File: config.mk
export PLATFORM = sky130hd
export DESIGN_NAME = adc_result_justifier
export DESIGN_NICKNAME = d
export VERILOG_FILES = /design/src/core/adc_result_pkg.sv /design/src/core/justify_if.sv /design/src/core/result_justifier.sv /design/src/core/adc_result_justifier.sv
export SDC_FILE = /design/constraint.sdc
export NUM_CORES = 1
export LEC_CHECK = 0
export BUFFER_PORTS_ARGS = -buffer_cell sky130_fd_sc_hd__buf_2
export CORE_MARGIN = 4
export CORE_UTILIZATION = 41
export DETAILED_ROUTE_END_ITERATION = 10
export PLACE_DENSITY = 0.79
export SYNTH_ARGS = -nofsm -noshare
export SYNTH_HDL_FRONTEND = slang
export SYNTH_SLANG_ARGS = --single-unit
File: constraint.sdc
create_clock -name SYS_CLK_I -period 1.9 [get_ports SYS_CLK_I]
set_input_delay 0.38 -clock SYS_CLK_I [delete_from_list [all_inputs] [get_ports SYS_CLK_I]]
set_output_delay 0.38 -clock SYS_CLK_I [all_outputs]
set_load 0.03 [all_outputs]
File: src/core/adc_result_pkg.sv
// constants for the conversion result justifier
package adc_result_pkg;
  localparam int RESULT_WIDTH = 10;
  localparam int BYTE_WIDTH = 8;
  localparam int ADDR_WIDTH = 12;
  localparam int DATA_WIDTH = 32;

  // byte addresses, one aligned word each
  localparam logic [11:0] ADDR_RESULT_HIGH = 12'h000;
  localparam logic [11:0] ADDR_RESULT_LOW = 12'h004;
  localparam logic [11:0] ADDR_CONTROL = 12'h008;
  localparam logic [11:0] ADDR_STATUS = 12'h00C;

  // decoded register select
  localparam logic [2:0] SEL_NONE = 3'h0;
  localparam logic [2:0] SEL_HIGH = 3'h1;
  localparam logic [2:0] SEL_LOW = 3'h2;
  localparam logic [2:0] SEL_CONTROL = 3'h3;
  localparam logic [2:0] SEL_STATUS = 3'h4;

  // field positions
  localparam int CTRL_JUSTIFY_BIT = 0;
  localparam int STAT_READY_BIT = 0;
  localparam int STAT_OVERRUN_BIT = 1;

  // reset values
  localparam logic CTRL_JUSTIFY_RESET = 1'b0;
  localparam logic [31:0] PRDATA_RESET = 32'h0000_0000;

  typedef enum logic [1:0] {
    APB_IDLE = 2'b00,
    APB_ANSWER = 2'b01
  } apb_state_type;
endpackage : adc_result_pkg

File: src/core/justify_if.sv
// carrier between the register file and the justifier
`timescale 1ns/1ps
interface justify_if;
  logic [9:0] result;
  logic select;
  logic [7:0] high;
  logic [7:0] low;
  modport producer (output result, output select, input high, input low);
  modport justifier (input result, input select, output high, output low);
endinterface : justify_if

File: src/core/result_justifier.sv
// places a 10-bit result into a high and a low byte
`timescale 1ns/1ps
module result_justifier (
  justify_if.justifier jif
);
  // reserved positions are driven to zero so reads are repeatable
  always_comb begin
    if (jif.select) begin
      jif.high = {6'h00, jif.result[9:8]};
      jif.low = jif.result[7:0];
    end else begin
      jif.high = jif.result[9:2];
      jif.low = {jif.result[1:0], 6'h00};
    end
  end
endmodule : result_justifier

File: src/core/adc_result_justifier.sv
// apb register file holding the justified conversion result
//
// Our own choices: the register addresses and register access over APB.
`timescale 1ns/1ps
module adc_result_justifier (
  input wire logic SYS_CLK_I,
  input wire logic RST_I,
  input wire logic PSEL_I,
  input wire logic PENABLE_I,
  input wire logic PWRITE_I,
  input wire logic [11:0] PADDR_I,
  input wire logic [31:0] PWDATA_I,
  output logic [31:0] PRDATA_O,
  output logic PREADY_O,
  output logic PSLVERR_O,
  input wire logic [9:0] CONV_RESULT_I,
  input wire logic CONV_DONE_I
);
  adc_result_pkg::apb_state_type state;
  adc_result_pkg::apb_state_type next_state;
  logic next_pready;
  logic next_slverr;
  logic [31:0] next_prdata;
  logic justify_select;
  logic next_justify_select;
  logic ready;
  logic next_ready;
  logic overrun;
  logic next_overrun;
  logic [7:0] result_high;
  logic [7:0] next_result_high;
  logic [7:0] result_low;
  logic [7:0] next_result_low;
  logic [2:0] sel;
  logic access;
  logic complete;
  logic read_low_now;
  logic have_result;
  logic next_have_result;

  justify_if jif ();

  assign jif.result = CONV_RESULT_I;
  assign jif.select = justify_select;

  result_justifier result_justifier_inst (
    .jif(jif)
  );

  function automatic logic [2:0] reg_decode(input logic [11:0] addr);
    if (addr == adc_result_pkg::ADDR_RESULT_HIGH) begin
      reg_decode = adc_result_pkg::SEL_HIGH;
    end else if (addr == adc_result_pkg::ADDR_RESULT_LOW) begin
      reg_decode = adc_result_pkg::SEL_LOW;
    end else if (addr == adc_result_pkg::ADDR_CONTROL) begin
      reg_decode = adc_result_pkg::SEL_CONTROL;
    end else if (addr == adc_result_pkg::ADDR_STATUS) begin
      reg_decode = adc_result_pkg::SEL_STATUS;
    end else begin
      reg_decode = adc_result_pkg::SEL_NONE;
    end
  endfunction : reg_decode

  assign sel = reg_decode(PADDR_I);
  assign access = (state == adc_result_pkg::APB_IDLE) && PSEL_I && PENABLE_I;
  // master holds the request until it sees pready, so answer cycle closes it
  assign complete = (state == adc_result_pkg::APB_ANSWER);
  assign read_low_now = complete && !PWRITE_I && (sel == adc_result_pkg::SEL_LOW);

  always_comb begin
    next_state = state;
    next_pready = 1'b0;
    next_slverr = 1'b0;
    next_prdata = adc_result_pkg::PRDATA_RESET;
    next_justify_select = justify_select;
    next_ready = ready;
    next_overrun = overrun;
    next_result_high = result_high;
    next_result_low = result_low;
    if (access) begin
      next_state = adc_result_pkg::APB_ANSWER;
      next_pready = 1'b1;
      if (sel == adc_result_pkg::SEL_NONE) begin
        next_slverr = 1'b1;
      end else if (PWRITE_I && (sel == adc_result_pkg::SEL_HIGH ||
                                sel == adc_result_pkg::SEL_LOW)) begin
        next_slverr = 1'b1;
      end else if (!PWRITE_I && sel == adc_result_pkg::SEL_HIGH) begin
        next_prdata = {24'h000000, result_high};
      end else if (!PWRITE_I && sel == adc_result_pkg::SEL_LOW) begin
        next_prdata = {24'h000000, result_low};
      end else if (!PWRITE_I && sel == adc_result_pkg::SEL_CONTROL) begin
        next_prdata[adc_result_pkg::CTRL_JUSTIFY_BIT] = justify_select;
      end else if (!PWRITE_I) begin
        next_prdata[adc_result_pkg::STAT_READY_BIT] = ready;
        next_prdata[adc_result_pkg::STAT_OVERRUN_BIT] = overrun;
      end
    end
    if (complete) begin
      next_state = adc_result_pkg::APB_IDLE;
      if (PWRITE_I && sel == adc_result_pkg::SEL_CONTROL) begin
        next_justify_select = PWDATA_I[adc_result_pkg::CTRL_JUSTIFY_BIT];
      end
      if (PWRITE_I && sel == adc_result_pkg::SEL_STATUS &&
          PWDATA_I[adc_result_pkg::STAT_OVERRUN_BIT]) begin
        next_overrun = 1'b0;
      end
      if (read_low_now) begin
        next_ready = 1'b0;
      end
    end
    // a finished conversion wins over a clear in the same cycle
    if (CONV_DONE_I) begin
      next_result_high = jif.high;
      next_result_low = jif.low;
      next_ready = 1'b1;
      if (ready && !read_low_now) begin
        next_overrun = 1'b1;
      end
    end
  end

  always_ff @(posedge SYS_CLK_I) begin
    if (RST_I) begin
      state <= adc_result_pkg::APB_IDLE;
      PREADY_O <= 1'b0;
      PSLVERR_O <= 1'b0;
      PRDATA_O <= adc_result_pkg::PRDATA_RESET;
      justify_select <= adc_result_pkg::CTRL_JUSTIFY_RESET;
      ready <= 1'b0;
      overrun <= 1'b0;
    end else begin
      state <= next_state;
      PREADY_O <= next_pready;
      PSLVERR_O <= next_slverr;
      PRDATA_O <= next_prdata;
      justify_select <= next_justify_select;
      ready <= next_ready;
      overrun <= next_overrun;
    end
  end

  // result bytes carry no reset: their content is undefined until a conversion
  always_ff @(posedge SYS_CLK_I) begin
    result_high <= next_result_high;
    result_low <= next_result_low;
  end

  // helper for the checks below only: bytes are unknown before the first load
  always_comb begin
    next_have_result = have_result || CONV_DONE_I;
  end

  always_ff @(posedge SYS_CLK_I) begin
    if (RST_I) begin
      have_result <= 1'b0;
    end else begin
      have_result <= next_have_result;
    end
  end
endmodule : adc_result_justifier

* Word level (Yosys, flattened, before mapping)
Index checks and enable logic that the tools add are counted.
** Storage, ports and cells
- Flip-flop bits (word level) :: 54
- Bits of input ports :: 60
- Output and inout port bits :: 34
** Cells by class
- Equality and inequality tests :: 7
- Muxes and demuxes :: 22
- Bitwise gates (word level) :: 1
- Reduce and logical (&&, ||, !) cells :: 26
** Operators with widths (number)
- equality test 12 x 4 -> 1 bit, second input constant :: 2
- 2-to-1 mux 8 bit :: 2
- equality test 12 x 3 -> 1 bit, second input constant :: 1
- logical AND 1 bit :: 12
- zero test 12 bit :: 1
- 2-to-1 mux 1 bit :: 12
- 2-to-1 mux 3 bit :: 4
- equality test 3 x 2 -> 1 bit, second input constant :: 2
- 2-to-1 mux 2 bit :: 3
- 2-to-1 mux 6 bit :: 1
- OR reduction 5 bit :: 1
- AND reduction 2 bit :: 2
- nonzero test 2 bit :: 2
- OR reduction 2 bit :: 2
- OR reduction 4 bit :: 1
- equality test 3 x 1 -> 1 bit, second input constant :: 1
- equality test 3 bit, second input constant :: 1
- zero test 3 bit :: 1
- zero test 1 bit :: 2
- zero test 2 bit :: 1
- logical OR 1 bit :: 1
- NOT 1 bit :: 1

* Longest topological paths before layout
Gate-level depths: netlist of the first run.
- Depth after elaboration :: 12
- Gate-level depth with buffers :: 4
- Depth with buffers taken out :: 4

* Modules after synthesis
A second synthesis of the first run with hierarchy kept.
** Second synthesis, totals
- Cell total of the unflattened synthesis :: 130
- Area total of the unflattened synthesis :: 1520.2 µm²
** Modules (own cells, without submodules)
- adc_result_justifier :: times used 1, cells an instance 112, area an instance 1362.6 µm², seq. area each 760.7 µm²
- result_justifier :: times used 1, cells an instance 18, area an instance 157.7 µm², seq. area each 0.0 µm²

* Least setup slack after synthesis of the first run
Ideal clock, no wire load.
- Path kind :: in2reg
- From :: input port PADDR_I[11]
- To :: register overrun
- Setup time :: 119 ps
- Arrival :: 1567 ps
- Required time :: 1781 ps
- Slack :: 214 ps
- Cell stages on the path :: 4
- Path buffers :: 0
- Cells stage by stage :: or4_4 > nor4_4 > and4_1 > o21bai_1
** Between the ends
- Cells in the longest elaborated chain, start to end :: 12
** Ends and longest elaborated chain
- start: declaration :: line adc_result_justifier.sv:11 : input wire logic [11:0] PADDR_I,
- equality test 12 x 4 -> 1 bit :: line adc_result_justifier.sv:57 : end else if (addr == adc_result_pkg::ADDR_STATUS) begin
- 2-to-1 mux 3 bit :: line adc_result_justifier.sv:57
- 2-to-1 mux 3 bit :: line adc_result_justifier.sv:55 : end else if (addr == adc_result_pkg::ADDR_CONTROL) begin
- 2-to-1 mux 3 bit :: line adc_result_justifier.sv:53 : end else if (addr == adc_result_pkg::ADDR_RESULT_LOW) begin
- 2-to-1 mux 3 bit * :: line adc_result_justifier.sv:51 : if (addr == adc_result_pkg::ADDR_RESULT_HIGH) begin
- equality test 3 bit :: line adc_result_justifier.sv:104 : if (PWRITE_I && sel == adc_result_pkg::SEL_STATUS &&
- logical AND 1 bit (2 in a row) :: line adc_result_justifier.sv:104
- 2-to-1 mux 1 bit :: line adc_result_justifier.sv:104
- 2-to-1 mux 1 bit :: line adc_result_justifier.sv:99 : if (complete) begin
- 2-to-1 mux 1 bit :: line adc_result_justifier.sv:117 : if (ready && !read_low_now) begin
- 2-to-1 mux 1 bit * :: line adc_result_justifier.sv:113 : if (CONV_DONE_I) begin
- end signal: assignment :: line adc_result_justifier.sv:139 : overrun <= next_overrun;
- end: declaration :: line adc_result_justifier.sv:28 : logic overrun;
Every way passes the cells marked *; elsewhere a longest branch is shown, timed or not.
A chain may end at the register's enable or synchronous reset.

* Worst setup path in the final report of the first run
Same ends and word-level chain as after synthesis.

==> out/results.ini, run 1 <==
[synthesis]
synth_ff_type=edfxtp_1
syn-cell-area_sq_um=1400
synthArstFlopShare_pct=0
ys_warn_count=0
synth_area_per_cell_sq_um=12.0
yosys_register_bits=30
seq_area_frac_synth_pct=54.4
yosysUniqueCellTypes=29
synth_cells=117
synth-edff-count=16

[clocking]
postCtsSetupBuffers=0
cts_repair_resize_count=0
cts_root_buffer=clkbuf_4
ctsHtreeMaxLevel=2
cts_made_buffers=5
clk_latency_ps=320
clk_path_buf_depth=2
clkTransAtPathRegs_ps=90
cts_tree=yes
hold_buffers=0
clock-sinks=30

[worst_hold_path]
hp-class=input port to flop
holdPathStages=2
hold-path-endpoint=jif.select$_SDFFE_PP0P_
hp-start=RST_I

[power_and_ir_drop]
switching_share_pct=25.0
ir_worst_vdd_v=0.000452
power_leakage_nw=0.719
total_power_w=0.00126
p_comb_share_pct=12.3
clockPowerShare_pct=30.4
power.density_nw_per_um2=785
p_sw_w=0.000315
power.internal_w=0.000942
power_frac_seq_pct=57.3

[floorplan]
rows=20
core_sq_um=3150
pin_count=94
die_area_sq_um=4410
dieHeight_um=66.4
start_util_pct=44.4
die_x_um=66.4

[routing]
ant_nets=0
viasPerCell=4.34
drc=0
routedWlPerCell_um=11.1
first_iter_violations=10
vias=885
dr.pass1.iters=3
totalWireLength_um=2270

[setup_path]
cp_slowest_cell=or4_4
worstPathCellList=buf_2 > or4_4 > nor4_4 > and4_1 > o21bai_1
critPathLaunchType=input port
ff2ff_path_depth=1
arrival_ps=1770
worst_path_largest_cell_delay_ps=530
required_ps=2120
r2r_slack_ps=600
r2r-start=jif.select$_SDFFE_PP0P_
end_kind=flop
r2r-end=result_high[0]$_DFFE_PP_
critPathBufInv=1
path_class=input port to flop
cp_top_family=simple AND/OR/NAND/NOR gates
crit_fanout=7

[run]
max_cap_violations=0

[place]
port-buffer-count=39
gp_congestion=0.745
dp.cells=196
hpwl_um=1790

[timing]
fin_skew_ps=9.38
min_period_ps=1550
rsz0062_at_grt=false
slew_violations=0
final.setup.tns_ps=0
setup_viol=0
finalHoldViolCount=0
whs_ps=295
finalCritPeriodShare_pct=81.6
tightest_slew_ps=528
slew_headroom_pct=64.7
fmax_mhz=645

[global_route]
overflow=0
grt_pass1_wl_um=3730
grt_max_degree=19
grtUsageTotal_pct=11.8
antenna_found_initial=0
grt_pass1_vias=857

[layout]
drive_above_1_share_pct=33.8
fill_cells=321
final_util_pct=50.8
area_delta_synth_final_pct=14.5
diodes=0
final_cells=204
layout.nets=219

[outcome]
status=completed

## layout by cell type (no fill, tap or decap)
| master | n |
|---|---|
| nand3b_1 | 2 |
| nand3_1 | 2 |
| nor4bb_1 | 1 |
| edfxtp_1 | 16 |
| or4_1 | 1 |
| a21bo_1 | 1 |
| clkbuf_8 | 1 |
| buf_2 | 39 |
| nand3_2 | 1 |
| nor2_1 | 11 |
| nor4_4 | 1 |
| a21oi_1 | 1 |
| o21bai_1 | 1 |
| dfxtp_1 | 14 |
| and4bb_2 | 1 |
| mux2_2 | 4 |
| clkbuf_4 | 5 |
| and2_1 | 6 |
| inv_1 | 2 |
| nor2b_1 | 7 |
| conb_1 | 24 |
| a21boi_0 | 1 |
| nand2b_1 | 3 |
| a31oi_1 | 2 |
| and4_1 | 1 |
| mux2i_1 | 7 |
| mux4_2 | 1 |
| o22ai_1 | 1 |
| or4_4 | 1 |
| clkbuf_1 | 2 |
## kinds of logic after synthesis
logic type / Yosys count / synth area share (%)
AOI/OAI and AO/OA: 7 / 3.49
DFF: 30 / 54.4
other: 1 / 0.268
muxes: 12 / 9.84
and+or+nand+nor: 38 / 17.7
buffers and inverters: 29 / 14.3
## per-stage QoR
stage               area, sq um  worst slack, ps
global placement           1540             30.1
detailed placement         1540             9.56
finish                     1600              350
CTS                        1600              356
floorplan                  1490              214
global route               1600              269
## area by class of cell
class,instances,area [sq um],share of cell area [%]
sequential,30,761,47.5
inverter,2,7.51,0.469
clock buffer,8,58.8,3.67
timing repair buffer,39,195,12.2
multi-input combinational,81,524,32.7
tap,44,55.1,3.44
## power by group through the flow
stage | clock network (W) | logic, W | registers (W)
floorplan | 0 | 0.000141 | 0.000736
global route | 0.000435 | 0.000171 | 0.000723
global placement | 0 | 0.000151 | 0.000733
finish | 0.000382 | 0.000155 | 0.000720
detailed placement | 0 | 0.000155 | 0.000735
CTS | 0.000397 | 0.000155 | 0.000720
## layer usage
layer	track usage, %	share of wire [%]	wire (um)	up-vias
met5	0	0	0	-
met4	6.09	1.3	30	0
met3	5.27	9.2	208	3
met2	21.1	56	1280	34
li1	-	-	-	441
met1	11.2	33	750	407
## sequential cells by signal, indices dropped and copies added (netlist names)
name / count
PRDATA_O: 8
result_high: 8
result_low: 8
PREADY_O: 1
PSLVERR_O: 1
jif.select: 1
overrun: 1
ready: 1
state: 1
## synth_stat cells, types with 2 or more instances
| library cell | n | share of area (%) |
|---|---|---|
| nor2b_1 | 7 | 3.1 |
| nand3b_1 | 2 | 1.1 |
| edfxtp_1 | 16 | 34 |
| a31oi_1 | 2 | 0.89 |
| mux2i_1 | 7 | 5.0 |
| clkbuf_1 | 2 | 0.54 |
| nor2_1 | 11 | 3.0 |
| inv_1 | 2 | 0.54 |
| dfxtp_1 | 14 | 20 |
| and2_1 | 6 | 2.7 |
| mux2_2 | 4 | 3.2 |
| nand3_1 | 2 | 0.72 |
| nand2b_1 | 3 | 1.3 |
| buf_4 | 24 | 13 |
## how the worst max path moves through the flow
stage / start / cells after the start / end
after floorplan: PADDR_I[11] / 4 / overrun$_SDFF_PP0_
after global placement: PADDR_I[11] / 5 / overrun$_SDFF_PP0_
after detailed placement: PADDR_I[11] / 5 / overrun$_SDFF_PP0_
after CTS: PADDR_I[11] / 5 / PRDATA_O[3]$_SDFF_PP0_
after global routing: PADDR_I[11] / 5 / PRDATA_O[2]$_SDFF_PP0_
final: PADDR_I[11] / 5 / overrun$_SDFF_PP0_
Power figures use the tool's default switching activity.
==> run 2, diff against run 1 <==
--- a/config.mk
+++ b/config.mk
@@ -7,9 +7,9 @@
 export LEC_CHECK = 0
 export BUFFER_PORTS_ARGS = -buffer_cell sky130_fd_sc_hd__buf_2
 export CORE_MARGIN = 4
-export CORE_UTILIZATION = 41
+export CORE_UTILIZATION = 37
 export DETAILED_ROUTE_END_ITERATION = 10
-export PLACE_DENSITY = 0.79
+export PLACE_DENSITY = 0.75
 export SYNTH_ARGS = -nofsm -noshare
 export SYNTH_HDL_FRONTEND = slang
 export SYNTH_SLANG_ARGS = --single-unit
==> constraint.sdc (replaced) <==
create_clock -name SYS_CLK_I -period 1.25 [get_ports SYS_CLK_I]
set_input_delay 0.25 -clock SYS_CLK_I [delete_from_list [all_inputs] [get_ports SYS_CLK_I]]
set_output_delay 0.25 -clock SYS_CLK_I [all_outputs]
set_load 0.03 [all_outputs]
==> out/results.ini, run 2 (synthesis gave the netlist of run 1 again) <==
[power_and_ir_drop]
total_power_w=0.00207
p_sw_w=0.000511
power.density_nw_per_um2=1240
ir_worst_vdd_v=0.000716
power_leakage_nw=0.753
power_frac_seq_pct=53.1
clockPowerShare_pct=35.2
power.internal_w=0.00155
switching_share_pct=24.7
p_comb_share_pct=11.7

[setup_path]
arrival_ps=1570
ff2ff_path_depth=1
end_kind=flop
worstPathCellList=buf_6 > or4_4 > nor4_4 > buf_4 > and4_1 > o21bai_1
path_class=input port to flop
worst_path_largest_cell_delay_ps=540
required_ps=1420
crit_fanout=7
critPathLaunchType=input port
cp_slowest_cell=or4_4

[run]
max_cap_violations=0

[floorplan]
rows=22
start_util_pct=38.2
die_x_um=69.5
die_area_sq_um=4830
pin_count=94
dieHeight_um=69.5
core_sq_um=3660

[clocking]
clock-sinks=30
cts_tree=yes
ctsHtreeMaxLevel=2
clk_latency_ps=280
clkTransAtPathRegs_ps=60
cts_root_buffer=clkbuf_8
clk_path_buf_depth=2
postCtsSetupBuffers=0
cts_made_buffers=5

[layout]
multi_input_area_sq_um=528
drive_above_1_share_pct=35.4
regArea_sq_um=761
top_regs=PRDATA_O (8), result_high (8), result_low (8)
final_cells=212
final_common_cell=buf_2
area_delta_synth_final_pct=19.2
most-common-layout-cells=38 x buf_2, 24 x conb_1, 16 x edfxtp_1, 14 x dfxtp_1, 11 x nor2_1
fill_cells=351
diodes=0
layout.nets=223

[routing]
ant_nets=0
vias=901
dr.pass1.iters=4
viasPerCell=4.25
drc=0
first_iter_violations=18
totalWireLength_um=2440
routedWlPerCell_um=11.5

[outcome]
status=complete, but fails checks
violations=negative setup slack

[worst_hold_path]
holdPathStages=2
hp-class=input port to flop

[timing]
setup_viol=11
whs_ps=204
worst_slack_ps=-152
fin_skew_ps=6.01
finalCritPeriodShare_pct=112
slew_violations=0
finalHoldViolCount=0
min_period_ps=1400
fmax_mhz=713
rsz0062_at_grt=true

[place]
gp_congestion=0.715
hpwl_um=1850
port-buffer-count=39
dp.cells=204

[global_route]
grt_pass1_vias=921
grtUsageTotal_pct=10.7
antenna_found_initial=0
grt_pass1_wl_um=3950
grt_max_degree=19
overflow=0

[run 2: worst paths after layout]
| path | from | endpoint | slack [ps] |
|---|---|---|---|
| max | PADDR_I[11] | overrun$_SDFF_PP0_ | -150 |
| min | RST_I | jif.select$_SDFFE_PP0P_ | 200 |
| max reg2reg | jif.select$_SDFFE_PP0P_ | result_high[0]$_DFFE_PP_ | 60 |
| min reg2reg | state[0]$_SDFFE_PP0P_ | state[0]$_SDFFE_PP0P_ | 480 |
[run 2: area by class of cell]
cell class,instances,area share (%)
sequential,30,45.6
multi-input combinational,81,31.7
timing repair buffer,43,13.9
clock buffer,8,4.80
tap,48,3.60
inverter,2,0.450
[run 2: routing by layer]
metal / wire length (um) / share of wire, % / track usage (%) / vias to the layer above
met3: 268 / 11 / 4.78 / 2
li1: - / - / - / 448
met1: 881 / 36 / 10.6 / 413
met5: 0 / 0 / 0 / -
met2: 1270 / 52 / 18.5 / 38
met4: 22 / 0.90 / 5.86 / 0
[run 2: power groups by stage]
stage	Clock (W)	Sequential (W)	Combinational [W]
floorplan	0	0.00112	0.000214
global placement	0	0.00112	0.000235
detailed placement	0	0.00112	0.000239
CTS	0.000742	0.00110	0.000241
global route	0.000785	0.00110	0.000264
finish	0.000728	0.00110	0.000242
[run 2: per-stage QoR]
step | setup TNS (ps) | util, % | cell area [sq um] | worst slack [ps]
6_report | -1040 | 45.6 | 1670 | -152
5_1_grt | -1550 | 45.6 | 1670 | -182
4_1_cts | -1060 | 45.5 | 1660 | -154
3_5_place_dp | -4640 | 43.1 | 1580 | -464
3_3_place_gp | -4040 | 43.1 | 1580 | -412
2_1_floorplan | -2450 | - | 1490 | -306
[run 2: critical path, delay by kind of cell]
| family | cells | cell delay, ps |
|---|---|---|
| buf+inv | 2 | 280 |
| compound gates | 1 | 80 |
| simple gates | 3 | 960 |
[run 2: timing repair]
item / CTS / global route
cloned: 0 / 0
setup endpoints to repair: 11 / 11
resized for setup: 1 / 1
pin swaps: 1 / 1
hold buffers: 0 / 0
hold endpoints to repair: 0 / 0
